File: config.mk
export PLATFORM = sky130hd
export DESIGN_NAME = itg_regs
export DESIGN_NICKNAME = d
export VERILOG_FILES = /design/src/logic/itg_period_timer.v /design/src/logic/itg_pin_cell.v /design/src/logic/itg_regs.v
export VERILOG_INCLUDE_DIRS = /design/src /design/src/logic
export SDC_FILE = /design/constraint.sdc
export NUM_CORES = 1
export LEC_CHECK = 0
export ABC_AREA = 1
export BUFFER_PORTS_ARGS = -buffer_cell sky130_fd_sc_hd__buf_2
export CORE_MARGIN = 3
export CORE_UTILIZATION = 60
export CTS_BUF_LIST = sky130_fd_sc_hd__clkbuf_8
export DETAILED_ROUTE_END_ITERATION = 16
export GPL_TIMING_DRIVEN = 0
export PLACE_DENSITY_LB_ADDON = 0.12
export SYNTH_ARGS = -nofsm -noshare
export SYNTH_HDL_FRONTEND = slang
export SYNTH_HIERARCHICAL = 1
export SYNTH_SLANG_ARGS = --single-unit
File: constraint.sdc
create_clock -name clk -period 4.2 [get_ports clk]
set_clock_uncertainty 0.2 [all_clocks]
set_input_delay 0.21 -clock clk [delete_from_list [all_inputs] [get_ports clk]]
set_output_delay 0.21 -clock clk [all_outputs]
set_load 0.02 [all_outputs]
File: src/logic/itg_consts.vh
// Function
// RQ1: as local master, scl high width set from 8-bit count of oscillator periods
// RQ2: scl high lasts count plus five oscillator periods
// RQ3: scl high count resets to 0x7f
// RQ4: scl low lasts count plus five oscillator periods
// RQ5: scl low count resets to 0x7f
// RQ6: as slave, scl low count sets sda setup before releasing stretched scl
// RQ7: remote forward bits route remote pin levels to local pins, reset 0xf
// RQ8: local output value drives pin when forwarding off and output enabled
// RQ9: per-pin output enables, one enables driver, reset to zero
// RQ10: per-pin input enables, one enables sampling, reset to one
// RQ11: forwarded remote level takes priority over local output value
`ifndef ITG_CONSTS_VH
`define ITG_CONSTS_VH
`define ITG_ADDR_W        4
`define ITG_OFF_SCL_HIGH  4'hb
`define ITG_OFF_SCL_LOW   4'hc
`define ITG_OFF_PIN_DATA  4'hd
`define ITG_OFF_PIN_DIR   4'he
`define ITG_OFF_RSVD      4'hf
`define ITG_OFF_STATUS    4'h0
`define ITG_RST_SCL_HIGH  8'h7f
`define ITG_RST_SCL_LOW   8'h7f
`define ITG_RST_FWD       4'hf
`define ITG_RST_OUTVAL    4'h0
`define ITG_RST_OUT_EN    4'h0
`define ITG_RST_IN_EN     4'hf
`define ITG_RST_RSVD      4'h0
`define ITG_EXTRA_PERIODS 9'h005
`define ITG_BAD_DATA      32'h00000000
`define ITG_BYTE_MSB      7
`define ITG_BYTE_LSB      0
`define ITG_HN_MSB        7
`define ITG_HN_LSB        4
`define ITG_LN_MSB        3
`define ITG_LN_LSB        0
`define ITG_BE_LANE0      0
`endif

File: src/logic/itg_period_timer.v
`timescale 1ns/100ps
`include "itg_consts.vh"
// counts count plus five oscillator ticks after start, then pulses done
module itg_period_timer #(
    parameter W = 8
) (
    input  wire         clk,
    input  wire         rst,
    input  wire         tick,
    input  wire         start,
    input  wire [W-1:0] count,
    output reg          busy,
    output reg          done
);
    reg [W:0] cnt_reg;

    always @(posedge clk) begin
        if (rst) begin
            cnt_reg <= {(W+1){1'b0}};
            busy    <= 1'b0;
            done    <= 1'b0;
        end else begin
            done <= 1'b0;
            if (start) begin
                cnt_reg <= {1'b0, count} + `ITG_EXTRA_PERIODS; // RQ2 RQ4
                busy    <= 1'b1;
            end else if (busy && tick) begin
                if (cnt_reg <= {{W{1'b0}}, 1'b1}) begin
                    busy <= 1'b0;
                    done <= 1'b1;
                end
                cnt_reg <= cnt_reg - {{W{1'b0}}, 1'b1};
            end
        end
    end
endmodule // itg_period_timer

File: src/logic/itg_pin_cell.v
`timescale 1ns/100ps
// one general-purpose pin: output mux and input gating
module itg_pin_cell (
    input  wire clk,
    input  wire rst,
    input  wire fwd_en,
    input  wire local_val,
    input  wire out_en,
    input  wire in_en,
    input  wire remote_val,
    input  wire pin_in,
    output reg  pin_out,
    output reg  pin_oe,
    output reg  pin_sample
);
    always @(posedge clk) begin
        if (rst) begin
            pin_out    <= 1'b0;
            pin_oe     <= 1'b0;
            pin_sample <= 1'b0;
        end else begin
            pin_oe     <= out_en;                              // RQ9
            pin_out    <= fwd_en ? remote_val : local_val;     // RQ7 RQ8 RQ11
            pin_sample <= in_en ? pin_in : 1'b0;               // RQ10
        end
    end
endmodule // itg_pin_cell

File: src/logic/itg_regs.v
`timescale 1ns/100ps
`include "itg_consts.vh"
module itg_regs #(
    parameter NPINS = 4
) (
    input  wire             clk,
    input  wire             rst,
    input  wire [3:0]       avs_address,
    input  wire             avs_read,
    input  wire             avs_write,
    input  wire [31:0]      avs_writedata,
    input  wire [3:0]       avs_byteenable,
    output reg  [31:0]      avs_readdata,
    output reg              avs_waitrequest,
    input  wire             osc_tick,
    input  wire             scl_high_start,
    input  wire             scl_low_start,
    input  wire             sda_setup_start,
    output reg              scl_high_done,
    output reg              scl_low_done,
    output reg              sda_setup_done,
    input  wire [NPINS-1:0] remote_pin_in,
    input  wire [NPINS-1:0] pin_in,
    output reg  [NPINS-1:0] pin_out,
    output reg  [NPINS-1:0] pin_oe,
    output reg  [NPINS-1:0] pin_sample
);
    reg  [7:0]       scl_high_period_reg;
    reg  [7:0]       scl_low_period_reg;
    reg  [3:0]       remote_pin_forward_en_reg;
    reg  [3:0]       local_pin_out_value_reg;
    reg  [3:0]       pin_output_en_reg;
    reg  [3:0]       pin_input_en_reg;
    reg  [3:0]       reserved_0f_reg;
    reg              ack_reg;
    wire             req;
    wire             hi_busy;
    wire             lo_busy;
    wire             su_busy;
    wire             hi_done;
    wire             lo_done;
    wire             su_done;
    wire [NPINS-1:0] p_out;
    wire [NPINS-1:0] p_oe;
    wire [NPINS-1:0] p_smp;
    reg  [31:0]      rd_next;
    wire [7:0]       wr_byte;

    assign req = (avs_read | avs_write) & ~ack_reg;
    assign wr_byte = avs_writedata[`ITG_BYTE_MSB:`ITG_BYTE_LSB];

    always @* begin
        case (avs_address)
            `ITG_OFF_SCL_HIGH: rd_next = {24'h000000, scl_high_period_reg};
            `ITG_OFF_SCL_LOW:  rd_next = {24'h000000, scl_low_period_reg};
            `ITG_OFF_PIN_DATA: rd_next = {24'h000000,
                                   remote_pin_forward_en_reg,
                                   local_pin_out_value_reg};
            `ITG_OFF_PIN_DIR:  rd_next = {24'h000000, pin_output_en_reg,
                                   pin_input_en_reg};
            `ITG_OFF_RSVD:     rd_next = {28'h0000000, reserved_0f_reg};
            `ITG_OFF_STATUS:   rd_next = {24'h000000, 1'b0, su_busy,
                                   lo_busy, hi_busy, pin_sample};
            default:           rd_next = `ITG_BAD_DATA;
        endcase
    end

    always @(posedge clk) begin
        if (rst) begin
            scl_high_period_reg       <= `ITG_RST_SCL_HIGH;   // RQ3
            scl_low_period_reg        <= `ITG_RST_SCL_LOW;    // RQ5
            remote_pin_forward_en_reg <= `ITG_RST_FWD;        // RQ7
            local_pin_out_value_reg   <= `ITG_RST_OUTVAL;
            pin_output_en_reg         <= `ITG_RST_OUT_EN;     // RQ9
            pin_input_en_reg          <= `ITG_RST_IN_EN;      // RQ10
            reserved_0f_reg           <= `ITG_RST_RSVD;
            ack_reg                   <= 1'b0;
            avs_readdata              <= 32'h00000000;
            avs_waitrequest           <= 1'b1;
        end else begin
            ack_reg         <= req;
            avs_waitrequest <= ~req;
            if (req && avs_read)
                avs_readdata <= rd_next;
            if (req && avs_write && avs_byteenable[`ITG_BE_LANE0]) begin
                case (avs_address)
                    `ITG_OFF_SCL_HIGH:
                        scl_high_period_reg <= wr_byte; // RQ1
                    `ITG_OFF_SCL_LOW:
                        scl_low_period_reg <= wr_byte;
                    `ITG_OFF_PIN_DATA: begin
                        remote_pin_forward_en_reg <=
                            wr_byte[`ITG_HN_MSB:`ITG_HN_LSB];
                        local_pin_out_value_reg   <=
                            wr_byte[`ITG_LN_MSB:`ITG_LN_LSB];
                    end
                    `ITG_OFF_PIN_DIR: begin
                        pin_output_en_reg <= wr_byte[`ITG_HN_MSB:`ITG_HN_LSB];
                        pin_input_en_reg  <= wr_byte[`ITG_LN_MSB:`ITG_LN_LSB];
                    end
                    `ITG_OFF_RSVD:
                        reserved_0f_reg <= wr_byte[`ITG_LN_MSB:`ITG_LN_LSB];
                    default: ;
                endcase
            end
        end
    end

    itg_period_timer #(.W(8)) u_high (
        .clk   (clk),
        .rst   (rst),
        .tick  (osc_tick),
        .start (scl_high_start),
        .count (scl_high_period_reg), // RQ1 RQ2
        .busy  (hi_busy),
        .done  (hi_done)
    );

    itg_period_timer #(.W(8)) u_low (
        .clk   (clk),
        .rst   (rst),
        .tick  (osc_tick),
        .start (scl_low_start),
        .count (scl_low_period_reg), // RQ4
        .busy  (lo_busy),
        .done  (lo_done)
    );

    itg_period_timer #(.W(8)) u_setup (
        .clk   (clk),
        .rst   (rst),
        .tick  (osc_tick),
        .start (sda_setup_start),
        .count (scl_low_period_reg), // RQ6
        .busy  (su_busy),
        .done  (su_done)
    );

    genvar g;
    generate
        for (g = 0; g < NPINS; g = g + 1) begin : g_pin
            itg_pin_cell u_pin (
                .clk        (clk),
                .rst        (rst),
                .fwd_en     (remote_pin_forward_en_reg[g]),
                .local_val  (local_pin_out_value_reg[g]),
                .out_en     (pin_output_en_reg[g]),
                .in_en      (pin_input_en_reg[g]),
                .remote_val (remote_pin_in[g]),
                .pin_in     (pin_in[g]),
                .pin_out    (p_out[g]),
                .pin_oe     (p_oe[g]),
                .pin_sample (p_smp[g])
            );
        end
    endgenerate

    always @(posedge clk) begin
        if (rst) begin
            scl_high_done  <= 1'b0;
            scl_low_done   <= 1'b0;
            sda_setup_done <= 1'b0;
            pin_out        <= {NPINS{1'b0}};
            pin_oe         <= {NPINS{1'b0}};
            pin_sample     <= {NPINS{1'b0}};
        end else begin
            scl_high_done  <= hi_done;
            scl_low_done   <= lo_done;
            sda_setup_done <= su_done; // RQ6
            pin_out        <= p_out;
            pin_oe         <= p_oe;
            pin_sample     <= p_smp;
        end
    end
endmodule // itg_regs

==> results.yml <==
run_status:
  status: "finished clean"
clocking:
  cts_tree: "yes"
  clk_latency_ns: 0.37
  cts_resized: 0
  cts_buffers: 9
  cts_max_level: 3
  clockBufferDepth: 2
  root_buffer: "clkbuf_8"
  clkSlewWorstSetupHoldPaths_ns: 0.10
  clkSinkCount: 106
hold_path:
  worstHoldStart: "scl_low_start"
  worstHoldPathType: "primary input to flip-flop"
  hold_path_depth: 4
  min_to: "u_low/done"
finish:
  area_growth_syn_to_layout_pct: 15.2
  drive_gt1_share_pct: 21.1
  final_core_util_pct: 72.9
  nets: 972
  antenna_cells: 0
  instances_no_fill: 1020
timing:
  finalCritPeriodShare_pct: 43.9
  rsz0062_at_grt: "false"
  fin_setup_tns_ns: 0
  maxSlewHeadroom_pct: 54.7
  hold_violations: 0
  whs_ns: 0.0189
  slew_viol_final: 0
  fmax_mhz: 542
  worst_pin_slew_ns: 0.679
  min_period_ns: 1.84
  finalSetupViolCount: 0
place:
  gp_congestion: 0.942
  placed_cells: 984
  place.detailed.hpwl_microns: 10200
  portBuffers: 49
drt:
  wl_per_cell_microns: 13.9
  avgViaCountPerCell: 5.35
  first_pass_iters: 5
  drtIter0Drc: 398
  via_count: 5458
  drt_wl_total_microns: 14200
  drc: 0
  ant_nets: 0
die:
  core_sq_mm: 0.00889
  dieArea_sq_mm: 0.0106
  start_util_pct: 63.2
  placementRows: 34
  ios: 104
  fp.dieH_microns: 103
  die_width_microns: 103
worst_setup_path:
  worstRegToRegCells: 6
  rrSetupSlack_ns: 2.43
  critPathCaptureType: "flip-flop"
  critical_path_class: "primary input to flip-flop"
  cp.required_ns: 4.23
  crit_start: "avs_read"
  worstPathArrival_ns: 1.88
  r2r-end: "reserved_0f_reg[3]"
  path_max_fanout: 9
  r2r_start: "ack_reg"
  start_kind: "primary input"
global_route:
  track_usage_pct: 27.2
  antenna_found_initial: 0
  grt_pass1_vias: 4883
  grt_max_degree: 29
  grt_overflow: 0
  grt_pass1_wl_microns: 22900
job:
  maxCapViolCount: 0
logic_synthesis:
  yosysSeqAreaShare_pct: 37.7
  ys_types: 32
  synth_seq_cells: 106
  synthesis.area_sq_mm: 0.00562
  avgSynthCellArea_sq_um: 6.99
  synthCells: 804
  synth_warnings: 6
power_and_ir_drop:
  cellPowerDensity_mw_per_mm2: 320
  max-vdd-ir-drop_v: 0.000252
  p_leak_nw: 3.32
[cells in the mapped netlist]
cell type	n	area share, %
a21oi_1	43	3.8
a21oi_2	3	0.47
buf_2	2	0.18
buf_4	29	3.9
buf_6	7	1.4
clkbuf_1	6	0.40
clkinv_1	1	0.067
conb_1	1	0.067
dfxtp_1	106	38
ha_1	9	2.0
inv_1	91	6.1
inv_2	26	1.7
inv_4	3	0.33
nand2_1	151	10
nand2_2	20	2.2
nand2_4	3	0.60
nand3_1	100	8.9
nand3_2	3	0.53
nand4_1	6	0.67
nor2_1	73	4.9
nor2_2	19	2.1
nor2_4	4	0.80
nor3_1	4	0.36
o211ai_1	16	2.1
o21ai_0	47	4.2
o21ai_1	7	0.62
o21ai_2	6	0.93
o21bai_1	3	0.40
o21bai_2	3	0.60
o31ai_1	3	0.40
xnor2_1	3	0.47
xor2_1	6	0.93
[worst max-delay path by stage]
stage	endpoint	slack, ns	cells after the start
CTS	avs_readdata[4]	2.43	7
global route	avs_readdata[4]	2.24	7
detailed placement	reserved_0f_reg[2]	2.11	6
global placement	reserved_0f_reg[0]	2.12	6
floorplan	reserved_0f_reg[0]	2.71	6
finish	avs_readdata[5]	2.36	7
[routing by layer]
metal | global-route usage [%] | vias to the layer above | routed length [microns]
li1 | - | 2732 | -
met1 | 36.1 | 2502 | 6080
met2 | 45.3 | 202 | 6870
met3 | 5.41 | 22 | 1040
met4 | 7.17 | 0 | 175
met5 | 0 | - | 0
[placed cells by master, fill, tap and decap left out, types with 7 or more instances in the layout]
cell and n:
nand2_1 151, dfxtp_1 106, nand3_1 100, inv_1 92
nor2_1 73, buf_2 51, o21ai_0 47, a21oi_1 43
buf_4 29, inv_2 26, conb_1 24, nand2_2 20
dlygate4sd3_1 20, nor2_2 19, o211ai_1 16, clkbuf_8 10
ha_1 9, buf_6 7, o21ai_1 7
[worst max-delay path: stages]
cell and delay, ns:
dlygate4sd3_1 0.52, buf_2 0.11, inv_1 0.04, nor2_1 0.48, inv_1 0.31, nand2_1 0.13
a21oi_1 0.07
[timing repair]
| action | 4_1_cts | 5_1_grt |
|---|---|---|
| setup buffers | 0 | 0 |
| endpoints found under the setup margin | 0 | 0 |
| hold buffers | 20 | 0 |
| hold endpoints to repair | 43 | 0 |
[through the flow]
stage               total power, W  setup WS [ns]  instance area (sq um)
global route               0.00217           2.24                   6480
finish                     0.00207           2.36                   6480
floorplan                  0.00138           2.71                   5710
global placement           0.00146           2.12                   6090
CTS                        0.00208           2.43                   6480
detailed placement         0.00148           2.11                   6090
[power breakdown]
part / switching [W] / total (W) / internal [W] / leakage, nW
clock: 0.000355 / 0.000595 / 0.000240 / 0.100
combinational: 0.000251 / 0.000396 / 0.000144 / 2.35
sequential: 0.0000358 / 0.00108 / 0.00105 / 0.867
[logic make-up (layout without fill, tap and decap cells)]
logic type / count (synthesis) / in the layout / share of synthesized area, %
buf+inv: 165 / 250 / 14.1
fa+ha+maj: 9 / 9 / 2.00
other cells: 1 / 24 / 0.0667
compound gates: 131 / 131 / 13.6
simple gates: 383 / 383 / 31.2
xor+xnor: 9 / 9 / 1.40
flops: 106 / 106 / 37.7
[cell type report]
cell class,instances,area [sq um]
inverters,121,462
clock buffers,10,138
clock inverters,6,50.0
fillers,771,2410
plain buffers,44,329
multi-input cells,556,2800
repair buffers,69,445
well taps,108,135
flip-flops and latches,106,2120
Note: power is estimated with default switching activity, not from simulation.
